`src/shared/ilk_pkg.sv`:
```
// Function
// Monitored-lock variant: actuator, lock, force enable outputs.
// Monitored-lock variant: unlocking drops both outputs.
// Actuator present: relock re-enables outputs.
// Force below threshold withholds output release.
// Actuator variant: actuator, force, lockability enable outputs; code gates on actuator and force only.
// Actuator variant: unlocking keeps outputs enabled.
// Violent separation: outputs off, LEDs alternate.
// Close guard, toggle control: LEDs blink together.
// Anti-tamper wait, LEDs off, toggle resumes.
// Latching force setting holds eight levels.
// Target held ten seconds at power-up enters adjustment.
// Adjustment mode keeps both outputs disabled.
// Target removed: yellow bursts show force level.
// Target one second, guard open: level up.
// Level eight wraps to level one.
// Power loss stores level, ends adjustment.
// Actuator variant, guard open: show level ten seconds.
// Monitoring module tolerates output self-test gaps.
// Control test pulses up to five ms ignored.
// All timeouts count clock-derived ticks, reset cleared.
package ilk_pkg;

  // Clock and tick base.
  localparam int unsigned CLK_FREQ_HZ = 32'h0EE6_B280;
  localparam int unsigned TICK_PERIOD_MS = 32'h0000_0001;
  localparam int unsigned TICK_CYCLES_DEF = CLK_FREQ_HZ / 32'h0000_03E8 * TICK_PERIOD_MS;
  localparam int PRESC_W = 18;

  // Durations in milliseconds and their tick counts.
  localparam int unsigned TEST_PULSE_MAX_MS = 32'h0000_0005;
  localparam int unsigned FILT_TICKS = TEST_PULSE_MAX_MS / TICK_PERIOD_MS + 32'h0000_0001;
  localparam int unsigned TAMPER_MS = 32'h0009_27C0;
  localparam int unsigned TAMPER_TICKS_DEF = TAMPER_MS / TICK_PERIOD_MS;
  localparam int unsigned ENTRY_MS = 32'h0000_2710;
  localparam int unsigned ENTRY_TICKS_DEF = ENTRY_MS / TICK_PERIOD_MS;
  localparam int unsigned SHOW_MS = 32'h0000_2710;
  localparam int unsigned SHOW_TICKS_DEF = SHOW_MS / TICK_PERIOD_MS;
  localparam int unsigned PRES_MS = 32'h0000_03E8;
  localparam int unsigned PRES_TICKS = PRES_MS / TICK_PERIOD_MS;
  localparam int unsigned SELFTEST_INT_MS = 32'h0000_03E8;
  localparam int unsigned SELFTEST_INT_TICKS = SELFTEST_INT_MS / TICK_PERIOD_MS;
  localparam int unsigned BLINK_MS = 32'h0000_00FA;
  localparam int unsigned BLINK_TICKS = BLINK_MS / TICK_PERIOD_MS;
  localparam int unsigned FLASH_ON_MS = 32'h0000_00C8;
  localparam int unsigned FLASH_OFF_MS = 32'h0000_00C8;
  localparam int unsigned FLASH_PAUSE_MS = 32'h0000_03E8;

  // Counter widths and force levels.
  localparam int TMR_W = 20;
  localparam int SHORT_W = 10;
  localparam int LEVEL_W = 3;
  localparam logic [LEVEL_W-1:0] LEVEL_RST = 3'h0;
  localparam int BOOT_W = 2;
  localparam logic [BOOT_W-1:0] BOOT_DONE = 2'h3;

  // Synchroniser bit positions.
  localparam int IN_W = 11;
  localparam int IN_ACT = 0;
  localparam int IN_LOCK = 1;
  localparam int IN_FORCE = 2;
  localparam int IN_TARGET = 3;
  localparam int IN_CTRL = 4;
  localparam int IN_VARAM = 5;
  localparam int IN_ADJOPT = 6;
  localparam int IN_PFAIL = 7;
  localparam int IN_LVL = 8;

  typedef enum logic [7:0] {
    ST_BOOT = 8'h01,
    ST_SEARCH = 8'h02,
    ST_ADJUST = 8'h04,
    ST_SHOWLVL = 8'h08,
    ST_RUN = 8'h10,
    ST_SEP_FAULT = 8'h20,
    ST_SEP_WAIT = 8'h40,
    ST_SEP_DONE = 8'h80
  } ilk_state_e;

  typedef enum logic [2:0] {
    FL_ON = 3'h1,
    FL_OFF = 3'h2,
    FL_PAUSE = 3'h4
  } ilk_flash_e;

  // True on the last count of a timer that runs to lim ticks.
  function automatic logic ilkCntHit(input logic [TMR_W-1:0] c, input int unsigned lim);
    return c == TMR_W'(lim - 32'h0000_0001);
  endfunction : ilkCntHit

endpackage : ilk_pkg

```
`src/shared/ilk_flash_if.sv`:
```
`timescale 1ns/100ps
interface ilk_flash_if;
  logic tick;
  logic enable;
  logic [2:0] level;
  logic lamp;
  modport ctrl (output tick, output enable, output level, input lamp);
  modport gen (input tick, input enable, input level, output lamp);
endinterface : ilk_flash_if

```
`src/core/ilk_flash_gen.sv`:
```
`timescale 1ns/100ps
module ilk_flash_gen
  import ilk_pkg::*;
(
  // Clock and reset
  input wire logic clk_sys,
  input wire logic rst_n,
  // Burst request and lamp
  ilk_flash_if.gen fl
);

  ilk_flash_e flSt_r;
  logic [SHORT_W-1:0] flCnt_r;
  logic [LEVEL_W-1:0] flIdx_r;
  logic lamp_r;

  // Bursts of level+1 short flashes, then a pause, repeated.
  always_ff @(posedge clk_sys or negedge rst_n) begin
    if (!rst_n) begin
      flSt_r <= FL_ON;
      flCnt_r <= '0;
      flIdx_r <= '0;
    end else if (!fl.enable) begin
      flSt_r <= FL_ON;
      flCnt_r <= '0;
      flIdx_r <= '0;
    end else if (fl.tick) begin
      flCnt_r <= flCnt_r + 1'b1;
      case (flSt_r)
        FL_ON: begin
          if (flCnt_r == SHORT_W'(FLASH_ON_MS / TICK_PERIOD_MS - 1)) begin
            flSt_r <= FL_OFF;
            flCnt_r <= '0;
          end
        end
        FL_OFF: begin
          if (flCnt_r == SHORT_W'(FLASH_OFF_MS / TICK_PERIOD_MS - 1)) begin
            flCnt_r <= '0;
            if (flIdx_r == fl.level) begin
              flSt_r <= FL_PAUSE;
              flIdx_r <= '0;
            end else begin
              flSt_r <= FL_ON;
              flIdx_r <= flIdx_r + 1'b1;
            end
          end
        end
        FL_PAUSE: begin
          if (flCnt_r == SHORT_W'(FLASH_PAUSE_MS / TICK_PERIOD_MS - 1)) begin
            flSt_r <= FL_ON;
            flCnt_r <= '0;
          end
        end
        default: begin
          flSt_r <= FL_ON;
          flCnt_r <= '0;
        end
      endcase
    end
  end

  always_ff @(posedge clk_sys or negedge rst_n) begin
    if (!rst_n) begin
      lamp_r <= 1'b0;
    end else begin
      lamp_r <= fl.enable && (flSt_r == FL_ON);
    end
  end

  assign fl.lamp = lamp_r;

endmodule : ilk_flash_gen

```
`src/core/ilk_interlock_ctrl.sv`:
```
`timescale 1ns/100ps
module ilk_interlock_ctrl
  import ilk_pkg::*;
#(
  parameter int unsigned TICK_CYCLES = TICK_CYCLES_DEF,
  parameter int unsigned TAMPER_TICKS = TAMPER_TICKS_DEF,
  parameter int unsigned ENTRY_TICKS = ENTRY_TICKS_DEF,
  parameter int unsigned SHOW_TICKS = SHOW_TICKS_DEF
) (
  // Clock and reset
  input wire logic clk_sys,
  input wire logic rst_n,
  // Sensors
  input wire logic actuatorDetect,
  input wire logic lockSense,
  input wire logic forceOk,
  input wire logic targetSense,
  // Control and supply
  input wire logic solenoidCtrl,
  input wire logic powerFail,
  // Straps and stored setting
  input wire logic variantActMon,
  input wire logic adjustableForceOption,
  input wire logic [LEVEL_W-1:0] storedLevel,
  // Safety outputs
  output logic safetyOutputChA,
  output logic safetyOutputChB,
  // Actuation, indication and storage
  output logic magnetDrive,
  output logic ledYellow,
  output logic ledRed,
  output logic [LEVEL_W-1:0] forceLevel,
  output logic nvStoreReq
);

  logic [IN_W-1:0] syncA_r;
  logic [IN_W-1:0] syncB_r;
  logic actS;
  logic lockS;
  logic forceS;
  logic targetS;
  logic [PRESC_W-1:0] presc_r;
  logic tick_r;
  logic ctrlFilt_r;
  logic [3:0] filtCnt_r;
  logic offSeen_r;
  logic toggleDone;
  ilk_state_e state_r;
  ilk_state_e state_nxt;
  logic stateChg;
  logic [BOOT_W-1:0] bootCnt_r;
  logic varAm_r;
  logic [TMR_W-1:0] tmr_r;
  logic [SHORT_W-1:0] presCnt_r;
  logic stepArm_r;
  logic levelStep;
  logic [LEVEL_W-1:0] level_r;
  logic pfPrev_r;
  logic nvStore_r;
  logic [SHORT_W-1:0] stCnt_r;
  logic testOff_r;
  logic lockedPrev_r;
  logic sepEvt;
  logic runEn;
  logic chA_r;
  logic chB_r;
  logic [SHORT_W-1:0] blinkCnt_r;
  logic blink_r;
  logic yellow_nxt;
  logic red_nxt;
  logic yellow_r;
  logic red_r;
  logic magnet_r;
  ilk_flash_if flIf ();

  // Two-stage synchroniser for every pin.
  always_ff @(posedge clk_sys or negedge rst_n) begin
    if (!rst_n) begin
      syncA_r <= '0;
      syncB_r <= '0;
    end else begin
      syncA_r <= {storedLevel, powerFail, adjustableForceOption, variantActMon,
                  solenoidCtrl, targetSense, forceOk, lockSense, actuatorDetect};
      syncB_r <= syncA_r;
    end
  end

  assign actS = syncB_r[IN_ACT];
  assign lockS = syncB_r[IN_LOCK];
  assign forceS = syncB_r[IN_FORCE];
  assign targetS = syncB_r[IN_TARGET];

  // Time base tick from the system clock.
  always_ff @(posedge clk_sys or negedge rst_n) begin
    if (!rst_n) begin
      presc_r <= '0;
      tick_r <= 1'b0;
    end else if (presc_r == PRESC_W'(TICK_CYCLES - 1)) begin
      presc_r <= '0;
      tick_r <= 1'b1;
    end else begin
      presc_r <= presc_r + 1'b1;
      tick_r <= 1'b0;
    end
  end

  // Control input filter; short low or high pulses never pass.
  always_ff @(posedge clk_sys or negedge rst_n) begin
    if (!rst_n) begin
      ctrlFilt_r <= 1'b0;
      filtCnt_r <= '0;
    end else if (syncB_r[IN_CTRL] == ctrlFilt_r) begin
      filtCnt_r <= '0;
    end else if (tick_r) begin
      if (filtCnt_r == 4'(FILT_TICKS - 1)) begin
        ctrlFilt_r <= syncB_r[IN_CTRL];
        filtCnt_r <= '0;
      end else begin
        filtCnt_r <= filtCnt_r + 1'b1;
      end
    end
  end

  // Off-then-on detection of the filtered control, rearmed per state.
  always_ff @(posedge clk_sys or negedge rst_n) begin
    if (!rst_n) begin
      offSeen_r <= 1'b0;
    end else if (stateChg) begin
      offSeen_r <= 1'b0;
    end else if (!ctrlFilt_r) begin
      offSeen_r <= 1'b1;
    end
  end

  assign toggleDone = offSeen_r && ctrlFilt_r;
  assign stateChg = state_nxt != state_r;

  // Separation: actuator lost while it was held locked.
  always_ff @(posedge clk_sys or negedge rst_n) begin
    if (!rst_n) begin
      lockedPrev_r <= 1'b0;
    end else begin
      lockedPrev_r <= actS && lockS;
    end
  end

  assign sepEvt = (state_r == ST_RUN) && !varAm_r && lockedPrev_r && !actS;

  always_comb begin
    state_nxt = state_r;
    case (state_r)
      ST_BOOT: begin
        if (bootCnt_r == BOOT_DONE) begin
          if (syncB_r[IN_ADJOPT] && targetS) begin
            state_nxt = ST_SEARCH;
          end else if (syncB_r[IN_VARAM] && !actS) begin
            state_nxt = ST_SHOWLVL;
          end else begin
            state_nxt = ST_RUN;
          end
        end
      end
      ST_SEARCH: begin
        if (!targetS) begin
          state_nxt = ST_RUN;
        end else if (tick_r && ilkCntHit(tmr_r, ENTRY_TICKS)) begin
          state_nxt = ST_ADJUST;
        end
      end
      ST_ADJUST: begin
        state_nxt = ST_ADJUST;
      end
      ST_SHOWLVL: begin
        if (tick_r && ilkCntHit(tmr_r, SHOW_TICKS)) begin
          state_nxt = ST_RUN;
        end
      end
      ST_RUN: begin
        if (sepEvt) begin
          state_nxt = ST_SEP_FAULT;
        end
      end
      ST_SEP_FAULT: begin
        if (actS && toggleDone) begin
          state_nxt = ST_SEP_WAIT;
        end
      end
      ST_SEP_WAIT: begin
        if (tick_r && actS && ilkCntHit(tmr_r, TAMPER_TICKS)) begin
          state_nxt = ST_SEP_DONE;
        end
      end
      ST_SEP_DONE: begin
        if (toggleDone) begin
          state_nxt = ST_RUN;
        end
      end
      default: begin
        state_nxt = ST_BOOT;
      end
    endcase
  end

  always_ff @(posedge clk_sys or negedge rst_n) begin
    if (!rst_n) begin
      state_r <= ST_BOOT;
    end else begin
      state_r <= state_nxt;
    end
  end

  // Boot delay lets the synchroniser fill before straps are caught.
  always_ff @(posedge clk_sys or negedge rst_n) begin
    if (!rst_n) begin
      bootCnt_r <= '0;
      varAm_r <= 1'b0;
    end else if (state_r == ST_BOOT) begin
      if (bootCnt_r != BOOT_DONE) begin
        bootCnt_r <= bootCnt_r + 1'b1;
      end else begin
        varAm_r <= syncB_r[IN_VARAM];
      end
    end
  end

  // Shared state timer; the anti-tamper wait restarts when the guard opens.
  always_ff @(posedge clk_sys or negedge rst_n) begin
    if (!rst_n) begin
      tmr_r <= '0;
    end else if (stateChg || (state_r == ST_SEP_WAIT && !actS)) begin
      tmr_r <= '0;
    end else if (tick_r && tmr_r != '1) begin
      tmr_r <= tmr_r + 1'b1;
    end
  end

  // Target presence in adjustment mode; one step per placement.
  always_ff @(posedge clk_sys or negedge rst_n) begin
    if (!rst_n) begin
      presCnt_r <= '0;
      stepArm_r <= 1'b0;
    end else if (state_r != ST_ADJUST || stateChg) begin
      presCnt_r <= '0;
      stepArm_r <= 1'b0;
    end else if (!targetS) begin
      presCnt_r <= '0;
      stepArm_r <= 1'b1;
    end else if (levelStep) begin
      presCnt_r <= '0;
      stepArm_r <= 1'b0;
    end else if (tick_r && stepArm_r) begin
      presCnt_r <= presCnt_r + 1'b1;
    end
  end

  assign levelStep = (state_r == ST_ADJUST) && targetS && !actS && stepArm_r && tick_r
                     && presCnt_r == SHORT_W'(PRES_TICKS - 1);

  // Force level: loaded from storage at boot, stepped with wrap.
  always_ff @(posedge clk_sys or negedge rst_n) begin
    if (!rst_n) begin
      level_r <= LEVEL_RST;
    end else if (state_r == ST_BOOT && bootCnt_r == BOOT_DONE) begin
      level_r <= syncB_r[IN_LVL +: LEVEL_W];
    end else if (levelStep) begin
      level_r <= level_r + 1'b1;
    end
  end

  // Store request on the rising edge of the power-fail warning.
  always_ff @(posedge clk_sys or negedge rst_n) begin
    if (!rst_n) begin
      pfPrev_r <= 1'b0;
      nvStore_r <= 1'b0;
    end else begin
      pfPrev_r <= syncB_r[IN_PFAIL];
      nvStore_r <= syncB_r[IN_PFAIL] && !pfPrev_r;
    end
  end

  // Periodic output self-test: one tick off per interval.
  always_ff @(posedge clk_sys or negedge rst_n) begin
    if (!rst_n) begin
      stCnt_r <= '0;
      testOff_r <= 1'b0;
    end else if (tick_r) begin
      if (stCnt_r == SHORT_W'(SELFTEST_INT_TICKS - 1)) begin
        stCnt_r <= '0;
        testOff_r <= 1'b1;
      end else begin
        stCnt_r <= stCnt_r + 1'b1;
        testOff_r <= 1'b0;
      end
    end
  end

  // Enable conditions per variant; only the run state may release.
  always_comb begin
    runEn = 1'b0;
    if (state_r == ST_RUN) begin
      if (varAm_r) begin
        runEn = actS && forceS;
      end else begin
        runEn = actS && lockS && forceS;
      end
    end
  end

  always_ff @(posedge clk_sys or negedge rst_n) begin
    if (!rst_n) begin
      chA_r <= 1'b0;
      chB_r <= 1'b0;
    end else begin
      chA_r <= runEn && !sepEvt && !testOff_r;
      chB_r <= runEn && !sepEvt && !testOff_r;
    end
  end

  // Slow blink for fault and approach indication.
  always_ff @(posedge clk_sys or negedge rst_n) begin
    if (!rst_n) begin
      blinkCnt_r <= '0;
      blink_r <= 1'b0;
    end else if (tick_r) begin
      if (blinkCnt_r == SHORT_W'(BLINK_TICKS - 1)) begin
        blinkCnt_r <= '0;
        blink_r <= !blink_r;
      end else begin
        blinkCnt_r <= blinkCnt_r + 1'b1;
      end
    end
  end

  assign flIf.tick = tick_r;
  assign flIf.level = level_r;
  assign flIf.enable = (state_r == ST_ADJUST && !targetS) || state_r == ST_SHOWLVL;

  ilk_flash_gen uFlash (
    .clk_sys(clk_sys),
    .rst_n(rst_n),
    .fl(flIf.gen)
  );

  always_comb begin
    yellow_nxt = 1'b0;
    red_nxt = 1'b0;
    case (state_r)
      ST_ADJUST, ST_SHOWLVL: begin
        yellow_nxt = flIf.lamp;
      end
      ST_RUN: begin
        yellow_nxt = (actS && lockS) || (actS && blink_r);
      end
      ST_SEP_FAULT: begin
        yellow_nxt = blink_r;
        red_nxt = !blink_r;
      end
      ST_SEP_WAIT: begin
        yellow_nxt = blink_r;
        red_nxt = blink_r;
      end
      default: begin
        yellow_nxt = 1'b0;
        red_nxt = 1'b0;
      end
    endcase
  end

  always_ff @(posedge clk_sys or negedge rst_n) begin
    if (!rst_n) begin
      yellow_r <= 1'b0;
      red_r <= 1'b0;
      magnet_r <= 1'b0;
    end else begin
      yellow_r <= yellow_nxt;
      red_r <= red_nxt;
      magnet_r <= ctrlFilt_r && state_r != ST_ADJUST && state_r != ST_BOOT;
    end
  end

  assign safetyOutputChA = chA_r;
  assign safetyOutputChB = chB_r;
  assign magnetDrive = magnet_r;
  assign ledYellow = yellow_r;
  assign ledRed = red_r;
  assign forceLevel = level_r;
  assign nvStoreReq = nvStore_r;

  a_lm_enable_cond:
  assert property (@(posedge clk_sys) disable iff (!rst_n)
    (safetyOutputChA && !varAm_r) |-> $past(actS && lockS && forceS))
    else $error("Channel A enabled without actuator, lock and force.");

  a_lm_unlock_off:
  assert property (@(posedge clk_sys) disable iff (!rst_n)
    (state_r == ST_RUN && !varAm_r && !lockS) |=> !safetyOutputChA && !safetyOutputChB)
    else $error("Outputs stayed on after unlock.");

  a_force_low_off:
  assert property (@(posedge clk_sys) disable iff (!rst_n)
    !forceS |=> !safetyOutputChA)
    else $error("Output released with low latching force.");

  a_am_unlock_keep:
  assert property (@(posedge clk_sys) disable iff (!rst_n)
    (state_r == ST_RUN && varAm_r && actS && forceS && !lockS && !testOff_r)
    |=> safetyOutputChA && safetyOutputChB)
    else $error("Actuator variant dropped outputs on unlock.");

  a_sep_react:
  assert property (@(posedge clk_sys) disable iff (!rst_n)
    sepEvt |=> (state_r == ST_SEP_FAULT) && !safetyOutputChA ##1 !safetyOutputChA)
    else $error("Separation did not switch outputs off.");

  a_tamper_wait:
  assert property (@(posedge clk_sys) disable iff (!rst_n)
    (state_r == ST_SEP_DONE && $past(state_r) == ST_SEP_WAIT)
    |-> $past(tmr_r) == TMR_W'(TAMPER_TICKS - 1) && $past(actS))
    else $error("Anti-tamper wait ended early.");

  a_adj_outs_off:
  assert property (@(posedge clk_sys) disable iff (!rst_n)
    (state_r == ST_ADJUST && $past(state_r == ST_ADJUST)) |-> !safetyOutputChA && !safetyOutputChB)
    else $error("Output enabled in adjustment mode.");

  a_level_step:
  assert property (@(posedge clk_sys) disable iff (!rst_n)
    (levelStep && level_r != 3'h7) |=> level_r == $past(level_r) + 3'h1)
    else $error("Force level did not advance by one.");

  a_level_wrap:
  assert property (@(posedge clk_sys) disable iff (!rst_n)
    (levelStep && level_r == 3'h7) |=> level_r == 3'h0)
    else $error("Force level did not wrap to the first level.");

  a_store_pulse:
  assert property (@(posedge clk_sys) disable iff (!rst_n)
    nvStoreReq |=> !nvStoreReq)
    else $error("Store request longer than one cycle.");

  a_ctrl_filter:
  assert property (@(posedge clk_sys) disable iff (!rst_n)
    (ctrlFilt_r != $past(ctrlFilt_r)) |-> $past(filtCnt_r) == 4'(FILT_TICKS - 1))
    else $error("Control changed before the filter time.");

endmodule : ilk_interlock_ctrl

```
`config.mk`:
```
export PLATFORM = sky130hd
export DESIGN_NAME = ilk_interlock_ctrl
export DESIGN_NICKNAME = d
export VERILOG_FILES = /design/src/shared/ilk_pkg.sv /design/src/shared/ilk_flash_if.sv /design/src/core/ilk_flash_gen.sv /design/src/core/ilk_interlock_ctrl.sv
export SDC_FILE = /design/constraint.sdc
export NUM_CORES = 1
export LEC_CHECK = 0
export ABC_AREA = 1
export BUFFER_PORTS_ARGS = -buffer_cell sky130_fd_sc_hd__buf_2
export CORE_MARGIN = 1
export CORE_UTILIZATION = 42
export DETAILED_ROUTE_END_ITERATION = 12
export PLACE_DENSITY = 0.55
export SYNTH_ARGS = -nofsm -noshare
export SYNTH_HDL_FRONTEND = slang
export SYNTH_HIERARCHICAL = 1
export SYNTH_SLANG_ARGS = --single-unit
```
`constraint.sdc`:
```
create_clock -name clk_sys -period 2.46 [get_ports clk_sys]
set_input_delay 0.492 -clock clk_sys [delete_from_list [all_inputs] [get_ports clk_sys]]
set_output_delay 0.492 -clock clk_sys [all_outputs]
set_load 0.01 [all_outputs]
```
==> qor.yml, run 1 <==
status:
  outcome: "finished clean"
layout:
  final_nets: 935
  area_growth_syn_to_layout_pct: 13.26
  drive_gt1_frac: 0.1498
  antenna_cells: 0
  fill_cells: 1593
  fin_area_sq_um: 8145
  final_util: 0.4894
synthesis:
  ys_top_cells_by_count: "nand2_1, dfrtp_1, inv_1, nor2_1, nand3_1"
  synth_most_common_cell: "nand2_1"
  synth.top_cells.by_area: "dfrtp_1, nand2_1, inv_1"
  synth_edf_count: 0
  yosys_most_used_dff: "dfrtp_1"
  yosysTopAreaCell: "dfrtp_1"
  ys_types: 43
  synth_warnings: 6
  avgSynthCellArea_sq_um: 8.267
  syn-num-nets: 895
  synth_top_area_frac: 0.4732
  synth_seq_cells: 138
  syn_area_sq_um: 7192
  yosysSeqAreaShare: 0.4805
  synth_cells: 870
  async_flop_share: 1.000
worst_setup_path:
  critPathKind: "flip-flop to flip-flop"
  slowest_stage: "dfrtp_1"
  path_cells: "ha_1 -> nand3_1 -> inv_1 -> nand4_1 -> nand2_1 -> inv_1 -> and3_2 -> xor2_1 -> nor2_2"
  arrival_ns: 2.54
  r2r_cells: 9
  reg2reg_from: "tmr_r[0]"
  rrSetupSlack_ns: 0.23
  crit_path_max_incr_delay_ns: 0.41
  cp_max_fo: 11
  required_ns: 2.77
  endpoint_kind: "flip-flop"
  timing.rr.end: "tmr_r[19]"
  start_kind: "flip-flop"
  crit_top_cell: "inv_1"
sta:
  worst_pin_slew_ns: 0.5082
  clock.fmax_mhz: 447.5
  skew_ns: 0.01096
  fin_crit_sh: 0.9085
  final-max-slew-violation-count: 0
  rsz0062_at_grt: "false"
  fin_tns_setup_ns: 0
  hold_violations: 0
  setup_viol: 0
  slew-limit-headroom: 0.6589
  hold_slack_ns: 0.01417
  min_period_ns: 2.235
place:
  placed_area_sq_um: 7597
  numPortBuffers: 21
  dpl.hpwl_um: 10340
  gp_congestion: 0.8392
die:
  die_w_um: 132.9
  fp-row-count: 47
  fp.dieArea_sq_um: 17650
  start_util: 0.4321
  num_io_pins: 22
  core_sq_um: 16640
  die_h_um: 132.9
clocking:
  clock_sinks: 138
  clockBufferDepth: 2
  clk_pin_slew_ns: 0.06
  cts_tree: "yes"
  htree_num_levels: 4
  clock_tree.root_cell: "clkbuf_16"
  clkLatencyLatePin_ns: 0.42
  postCtsSetupBuffers: 0
  numCtsBuffers: 17
detailed_routing:
  drt_iter0_markers: 240
  drt-total-wl_um: 14310
  ant_nets: 0
  wl_per_cell_um: 12.54
  vias_per_cell: 4.762
  vias: 5434
  drc: 0
  dr.pass1.iters: 5
global_routing:
  overflow: 0
  first_global_vias: 5285
  antenna_found_initial: 0
  grt_max_degree: 56
  grtUsageTotal: 0.1792
  grt_pass1_wl_um: 25250
power:
  cellLeakagePower_nw: 3.778
  power.total_mw: 5.917
  power_density_nw_per_um2: 726.5
  irDropWorstVdd_v: 0.0005431
worst_hold_path:
  min_path_type: "primary input to asynchronous set/reset pin"
run:
  maxCapViolations: 0
[layer usage]
layer	vias up	global-route usage	share of wire	wire (um)
met4	0	0.06705	0.014	207
li1	2864	-	-	-
met5	-	0	0	0
met3	14	0.03985	0.030	434
met2	66	0.2740	0.45	6379
met1	2490	0.2481	0.51	7290
[worst max path at each step]
| stage | from | endpoint | slack [ns] | cells past startpoint |
|---|---|---|---|---|
| after floorplan | state_r[6] | uFlash/flCnt_r[9] | 0.55 | 12 |
| after global placement | state_r[6] | uFlash/flCnt_r[9] | 0.13 | 12 |
| after detailed placement | state_r[6] | uFlash/flCnt_r[9] | 0.06 | 12 |
| after CTS | state_r[6] | uFlash/flCnt_r[9] | 0.06 | 12 |
| after global routing | state_r[6] | uFlash/flCnt_r[9] | 0.06 | 12 |
| final | tmr_r[0] | tmr_r[19] | 0.23 | 9 |
[layout by cell type, fill, tap and decap left out, types with 5 or more instances in the layout]
cell / synthesis / routed
nor2_2: 28 / 28
buf_2: 2 / 20
inv_1: 120 / 120
nor2_4: 8 / 8
nor3_1: 30 / 30
nand2_1: 178 / 178
o21ai_1: 5 / 6
buf_4: 5 / 10
nor4_1: 7 / 7
xor2_1: 34 / 34
dfrtp_1: 136 / 136
ha_1: 12 / 12
a21oi_1: 28 / 28
inv_2: 7 / 7
nor3b_1: 5 / 5
o21ai_0: 23 / 22
xnor2_1: 8 / 8
nand2_2: 8 / 8
nor2_1: 102 / 102
nand3_2: 8 / 8
clkbuf_16: 0 / 17
nand4_1: 29 / 29
nand3_1: 49 / 49
[where the power goes]
part,switching [mW],internal (mW),leakage [nW]
logic,0.698,0.357,1.69
registers,0.0906,2.38,1.83
clock network,1.01,1.39,0.258
[per-stage QoR]
stage / worst slack, ns / cells
floorplan: 0.5468 / 870
global placement: 0.1331 / 1111
detailed placement: 0.05713 / 1111
CTS: 0.05756 / 1141
global route: 0.06038 / 1141
finish: 0.2252 / 1141
[kinds of logic after synthesis]
family          synth area share
simple gates              0.3097
xor+xnor                 0.05115
mux                     0.001392
flops                     0.4805
buf+inv                  0.08177
compound gates           0.05463
fa+ha+maj                0.02088
[worst max-delay path, delay by kind of cell (launching register included)]
family                     cells  cell delay [ns]
xor gates and xnor gates       1             0.17
adders and majority gates      1             0.22
buffers and inverters          2             0.48
DFF                            1             0.41
and+or+nand+nor                5             0.85
[flip-flops by register name (all words and copies together), names as in the netlist, 2 cells and up]
register / count
tmr_r: 20
presc_r: 18
syncA_r: 11
syncB_r: 11
blinkCnt_r: 10
presCnt_r: 10
stCnt_r: 10
uFlash/flCnt_r: 10
state_r: 8
filtCnt_r: 4
forceLevel: 3
uFlash/flIdx_r: 3
uFlash/flSt_r: 3
bootCnt_r: 2
[area by class of cell]
| cell class | instances | area, sq um | share of cell area |
|---|---|---|---|
| clock buffer | 17 | 425.4 | 0.05223 |
| clock inverter | 13 | 122.6 | 0.01505 |
| inverter | 130 | 491.7 | 0.06037 |
| multi-input combinational | 590 | 3148 | 0.3865 |
| sequential | 138 | 3456 | 0.4243 |
| tap | 220 | 275.3 | 0.03379 |
| timing repair buffer | 33 | 226.5 | 0.02780 |
[timing repair]
| item | 4_1_cts | 5_1_grt |
|---|---|---|
| endpoints found under the setup margin | 0 | 15 |
| hold buffers | 0 | 0 |
| gates resized for setup | 0 | 1 |
Power figures use the tool's default switching activity.
==> run 2, diff against run 1 <==
- ABC_AREA: 1 -> 0
==> qor.yml, run 2 <==
status:
  outcome: "finished clean"
sta:
  rsz0062_at_grt: "true"
  slew-limit-headroom: 0.5919  # -0.06699
  hold_slack_ns: 0.1693  # +0.1551 ns
  clock.fmax_mhz: 417.5  # -6.7%
  skew_ns: 0.008628  # -0.002336 ns
  finalWorstSetupSlack_ns: 0.06468  # -0.1605 ns
  min_period_ns: 2.395  # +0.1605 ns
  setup_viol: 0  # unchanged
  fin_crit_sh: 0.9737  # +0.06526
  fin_tns_setup_ns: 0  # unchanged
  final-max-slew-violation-count: 0  # unchanged
  hold_violations: 0  # unchanged
  worst_pin_slew_ns: 0.6108  # +0.1026 ns
global_routing:
  overflow: 0  # unchanged
  first_global_vias: 5073  # -4.0%
  grt_max_degree: 51  # -8.9%
  grt_pass1_wl_um: 24980  # -1.1%
  grtUsageTotal: 0.1932  # +0.01398
  antenna_found_initial: 0  # unchanged
worst_setup_path:
  path_cells: "or4_4 -> nor4_4 -> a21o_1 -> nand4bb_1 -> a31oi_4 -> o22ai_2 -> o311ai_2"
  critPathKind: "flip-flop to flip-flop"
  start_kind: "flip-flop"
  cp_max_fo: 9  # -2
  endpoint_kind: "flip-flop"
  crit_path_max_incr_delay_ns: 0.53  # +0.12 ns
  arrival_ns: 2.72  # +0.18 ns
  slowest_stage: "or4_4"
  required_ns: 2.78  # about the same
clocking:
  clkLatencyLatePin_ns: 0.42  # about the same
  htree_num_levels: 4  # unchanged
  clock_sinks: 138  # unchanged
  cts_tree: "yes"
  numCtsBuffers: 17  # unchanged
  clock_tree.root_cell: "clkbuf_16"
  clockBufferDepth: 2  # unchanged
  clk_pin_slew_ns: 0.06  # about the same
detailed_routing:
  ant_nets: 0  # unchanged
  dr.pass1.iters: 7  # +2
  drt-total-wl_um: 14740  # +3.0%
  vias_per_cell: 5.485  # +15%
  drt_iter0_markers: 357  # +49%
  vias: 5266  # -3.1%
  wl_per_cell_um: 15.35  # +22%
  drc: 0  # unchanged
layout:
  largest_registers: "tmr_r x20, presc_r x18"
  drive_gt1_frac: 0.1734  # +0.02355
  final_nets: 756  # -19%
  layout.cells.non_filler: 960  # -16%
  fin_area_sq_um: 8123  # -0.28%
  largest_reg_flops: 20  # unchanged
  largest-register: "tmr_r"
  layout_common_cells: "dfrtp_1, nor2_1, nand2_1"
  fill_cells: 1429  # -10%
  area_growth_syn_to_layout_pct: 20.07
  multiInputGateArea_sq_um: 3183  # +1.1%
  seq_area_sq_um: 3456  # unchanged
  final_common_cell: "dfrtp_1"
  antenna_cells: 0  # unchanged
synthesis:
  synth.top_cells.by_area: "dfrtp_1, nor2_1, xnor2_1"
  synth_warnings: 6  # unchanged
  synth_edf_count: 0  # unchanged
  yosysTopAreaCell: "dfrtp_1"
  ys_types: 66  # +53%
  synth_seq_cells: 138  # unchanged
  async_flop_share: 1.000  # unchanged
  yosys_most_used_dff: "dfrtp_1"
  synth_cells: 671  # -23%
  synth_top_area_frac: 0.5031  # +0.02984
  ys_top_cells_by_count: "dfrtp_1, nor2_1, nand2_1, nand3_1, xnor2_1"
  synth_most_common_cell: "dfrtp_1"
  avgSynthCellArea_sq_um: 10.08  # +22%
  syn-num-nets: 696  # -22%
  yosysSeqAreaShare: 0.5108  # +0.03030
  syn_area_sq_um: 6765  # -5.9%
power:
  power_density_nw_per_um2: 808.9  # +11%
  cellLeakagePower_nw: 3.478  # -7.9%
  irDropWorstVdd_v: 0.0005568  # +2.5%
place:
  post-place-ws_ns: 0.03150  # -0.02563 ns
  placed_area_sq_um: 7367  # -3.0%
  gp_congestion: 0.9244  # +10%
  dpl.hpwl_um: 10010  # -3.2%
  dp.cells: 924  # -17%
  numPortBuffers: 21  # unchanged
die:
  fp-row-count: 46  # -2.1%
  fp.dieArea_sq_um: 16620  # -5.8%
  start_util: 0.4274  # -0.004717
  num_io_pins: 22  # unchanged
  die_h_um: 128.9  # -3.0%
  core_sq_um: 15830  # -4.9%
  die_w_um: 128.9  # -3.0%
run:
  maxCapViolations: 0  # unchanged
worst_hold_path:
  min_path_type: "primary input to flip-flop"
==> run 2: cell types whose count changed after synthesis, sizes merged, moves of 8 or more <==
cell	previous run	this run
nor2	139	80
nand2	187	68
nand4	31	20
nor4	7	17
and3	2	13
and4	0	8
a21oi	28	19
nor3	31	20
xnor2	8	32
nand3	57	39
clkbuf	1	13
nor2b	0	8
inv	128	20
==> run 2: final cells by class <==
class,count,share of cell area
multi-input cells,492,0.3919
flip-flops and latches,138,0.4254
repair buffers,62,0.05699
well taps,216,0.03327
clock inverters,12,0.02572
inverters,20,0.009242
clock buffers,20,0.05746
==> run 2: repair_timing <==
item / CTS / global route
setup endpoints to repair: 0 / 30
buffers inserted: 0 / 3
hold buffers: 1 / 0
hold endpoints to repair: 8 / 0
resized for setup: 0 / 8
==> run 2: path summary, 6_finish.rpt <==
kind                       depth (start not counted)  slack, ns                end  startpoint
hold reg to reg                                    0       0.35         syncB_r[8]  syncA_r[8]
max in group asynchronous                          3       1.23         state_r[0]       rst_n
setup / recovery                                   7       0.06  uFlash/flCnt_r[9]  state_r[7]
setup reg to reg                                   7       0.06  uFlash/flCnt_r[9]  state_r[7]
min in group asynchronous                          2       0.57      blinkCnt_r[7]       rst_n
hold / removal                                     1       0.17         syncA_r[7]   powerFail
==> run 2: layer usage <==
layer,global-route usage,vias up,part of all wire
li1,-,2516,-
met1,0.2567,2622,0.47
met2,0.3021,105,0.47
met3,0.04657,23,0.035
met4,0.08304,0,0.021
met5,0,-,0
==> run 2: through the flow <==
step / power (mW) / utilization
3_5_place_dp: 3.652 / 0.4655
2_1_floorplan: 3.245 / -
6_report: 6.571 / 0.5132
3_3_place_gp: 3.640 / 0.4655
5_1_grt: 6.849 / 0.5132
4_1_cts: 6.591 / 0.5088
==> run 2: kinds of logic after synthesis <==
| group | share of synthesized area |
|---|---|
| xor gates and xnor gates | 0.08156 |
| DFF | 0.5108 |
| and+or+nand+nor | 0.2491 |
| AOI/OAI and AO/OA | 0.09655 |
| buffers and inverters | 0.02552 |
| muxes | 0.01424 |
| adders and majority gates | 0.02219 |
==> run 2: worst max-delay path: cells and delay by family (launching register included) <==
kind / cells / cell delay [ns]
and+or+nand+nor: 3 / 0.91
DFF: 1 / 0.47
AOI/OAI and AO/OA: 4 / 0.92
==> run 2: where the power goes <==
| part | internal (mW) | total, mW | switching, mW |
|---|---|---|---|
| clock | 1.89 | 2.91 | 1.01 |
| sequential | 2.38 | 2.48 | 0.101 |
| combinational | 0.476 | 1.18 | 0.708 |
==> run 3, diff against run 2 <==
- SYNTH_HIERARCHICAL: 1 -> not set
==> qor.yml, run 3 <==
detailed_routing:
  vias_per_cell: 5.408  # -1.4%
  dr.pass1.iters: 5  # -2
  drt_iter0_markers: 315  # -12%
  drc: 0  # unchanged
  vias: 5294  # +0.53%
  ant_nets: 0  # unchanged
  drt-total-wl_um: 15160  # +2.8%
  wl_per_cell_um: 15.48  # +0.83%
synthesis:
  yosys_most_used_dff: "dfrtp_1"
  ys_top_cells_by_count: "dfrtp_1, nor2_1, nand2_1, xnor2_1, a21oi_1"
  ys_types: 58  # -12%
  syn-num-nets: 702  # +0.86%
  async_flop_share: 1.000  # unchanged
  synth_edf_count: 0  # unchanged
  yosysTopAreaCell: "dfrtp_1"
  yosysSeqAreaShare: 0.5101  # -0.0007547
  synth_most_common_cell: "dfrtp_1"
  synth.top_cells.by_area: "dfrtp_1, xnor2_1, nor2_1"
  synth_cells: 677  # +0.89%
  avgSynthCellArea_sq_um: 10.01  # -0.74%
  syn_area_sq_um: 6775  # +0.15%
  synth_top_area_frac: 0.5023  # -0.0007432
  synth_warnings: 0  # -6
  synth_seq_cells: 138  # unchanged
global_routing:
  grt_busiest_layer: "met2"
  grtUsageMet1: 0.2704  # +0.01375
  grt_use_met3: 0.04955  # +0.002976
  grt_pass1_wl_um: 25450  # +1.9%
  grtUsageTotal: 0.1973  # +0.004043
  first_global_vias: 5163  # +1.8%
  overflow: 0  # unchanged
  grt_max_degree: 68  # +33%
  use_met2: 0.3072  # +0.005087
  antenna_found_initial: 0  # unchanged
sta:
  worst_pin_slew_ns: 0.9111  # +0.3003 ns
  final-max-slew-violation-count: 0  # unchanged
  hold_violations: 0  # unchanged
  fin_crit_sh: 1.063  # +0.08899
  rsz0062_at_grt: "true"
  slew-limit-headroom: 0.3903  # -0.2016
  finalWorstSetupSlack_ns: -0.1542  # -0.2189 ns
  skew_ns: 0.01302  # +0.004397 ns
  setup_viol: 21  # +21
  clock.fmax_mhz: 382.5  # -8.4%
  min_period_ns: 2.614  # +0.2189 ns
run:
  maxCapViolations: 0  # unchanged
status:
  outcome: "finished, violations left"
  violations: "negative setup slack"
worst_setup_path:
  start_kind: "flip-flop"
  cp_max_fo: 21  # +12
  required_ns: 2.78  # about the same
  timing.rr.end: "tmr_r[18]"
  r2r_cells: 7  # unchanged
  endpoint_kind: "flip-flop"
  critPathKind: "flip-flop to flip-flop"
  reg2reg_from: "state_r[1]"
  crit_start: "state_r[1]"
  rrSetupSlack_ns: -0.15  # -0.22 ns
  arrival_ns: 2.94  # +0.22 ns
  cp-endpoint: "tmr_r[18]"
clocking:
  postCtsSetupBuffers: 0  # unchanged
  cts_tree: "yes"
  numCtsBuffers: 17  # unchanged
  clock_sinks: 138  # unchanged
  clock_tree.root_cell: "clkbuf_16"
  clk_pin_slew_ns: 0.06  # about the same
  clockBufferDepth: 2  # unchanged
  clkLatencyLatePin_ns: 0.43  # about the same
  htree_num_levels: 4  # unchanged
  holdBufCountCts: 0  # -1
layout:
  antenna_cells: 0  # unchanged
  area_growth_syn_to_layout_pct: 22.62
  largest_registers: "tmr_r x20, presc_r x18"
  final_nets: 775  # +2.5%
  largest_reg_flops: 20  # unchanged
  fin_area_sq_um: 8308  # +2.3%
  drive_gt1_frac: 0.1953  # +0.02189
  final_common_cell: "dfrtp_1"
  fill_cells: 1396  # -2.3%
  seq_area_sq_um: 3456  # unchanged
  layout_common_cells: "dfrtp_1, nor2_1, nand2_1"
  largest-register: "tmr_r"
  multiInputGateArea_sq_um: 3322  # +4.4%
worst_hold_path:
  min_path_type: "primary input to asynchronous set/reset pin"
die:
  die_w_um: 129.0  # about the same
  die_h_um: 129.0  # about the same
  core_sq_um: 15830  # unchanged
  num_io_pins: 22  # unchanged
  start_util: 0.4281  # +0.0006324
  fp-row-count: 46  # unchanged
  fp.dieArea_sq_um: 16640  # +0.15%
power:
  irDropWorstVdd_v: 0.0004425  # -21%
  cellLeakagePower_nw: 3.520  # +1.2%
  power_density_nw_per_um2: 813.5  # +0.57%
  power.total_mw: 6.759  # +2.9%
place:
  gp_congestion: 0.8816  # -4.6%
  numPortBuffers: 21  # unchanged
  placed_area_sq_um: 7498  # +1.8%
  dpl.hpwl_um: 10450  # +4.4%
  post-place-ws_ns: -0.1708  # -0.2023 ns
## run 3: changes by cell type in the layout (fill, tap and decap cells not counted), sizes merged, moves of 4 or more
cell	delta
a21oi	+13
buf	+12
nor4	+12
nand3	-11
and3	+7
o41ai	-6
inv	-5
nor2	-5
or2	-5
nor2b	+4
or3b	+4
## run 3: final cells by class
type	count	area share
Clock inverter	14	0.02636
Tap cell	216	0.03253
Sequential cell	138	0.4160
Multi-Input combinational cell	504	0.3998
Inverter	16	0.007229
Clock buffer	18	0.05166
Timing Repair Buffer	73	0.06642
## run 3: timing repair
action	4_1_cts	5_1_grt
pin swaps	0	1
endpoints found under the setup margin	21	31
gates resized for setup	5	19
## run 3: cell families (layout without fill, tap and decap cells)
group           count (synthesis)  count (layout)  synth area share
flops                         138             138            0.5101
simple gates                  328             328            0.2654
xor+xnor                       64              64           0.08273
compound gates                 92              92           0.08347
fa+ha+maj                      12              12           0.02216
mux                             8               8           0.01274
buf+inv                        35             121           0.02345
## run 3: worst min-delay path by stage
stage               start            end  slack (ns)  cells after the start
2_1_floorplan       rst_n  blinkCnt_r[0]        0.20                      0
3_3_place_gp   syncA_r[4]     syncB_r[4]        0.34                      0
3_5_place_dp   syncA_r[2]     syncB_r[2]        0.33                      0
4_1_cts             rst_n       tmr_r[0]        0.08                      1
5_1_grt             rst_n       tmr_r[0]        0.11                      1
6_report            rst_n       tmr_r[2]        0.06                      1
## run 3: per-stage QoR
stage | cells | TNS, ns | hold slack (ns) | utilization
global route | 979 | -4.573 | 0.1139 | 0.5249
finish | 979 | -2.508 | 0.06055 | 0.5249
global placement | 947 | -1.116 | 0.3361 | 0.4738
detailed placement | 947 | -2.982 | 0.3347 | 0.4738
CTS | 979 | -2.250 | 0.08423 | 0.5168
floorplan | 677 | -1.841 | 0.1964 | -
## run 3: power breakdown
group | switching (mW) | total [mW] | internal (mW) | leakage, nW
clock | 1.02 | 2.82 | 1.80 | 0.311
combinational | 0.950 | 1.47 | 0.524 | 1.38
sequential | 0.0936 | 2.46 | 2.37 | 1.83
total | 2.06 | 6.76 | 4.70 | 3.52
## run 3: critical path, stage by stage, from the launching register on
cell and delay, ns:
dfrtp_1 0.38, or4_4 0.53, o31ai_2 0.19, a32oi_1 0.07, or4_1 0.50, a2111o_1 0.35
buf_12 0.20, nor4_1 0.29
## run 3: layer usage
layer / share of wire / wire (um) / vias up
met1: 0.48 / 7342 / 2629
met5: 0 / 0 / -
met4: 0.011 / 174 / 0
met3: 0.028 / 423 / 15
li1: - / - / 2570
met2: 0.48 / 7216 / 80
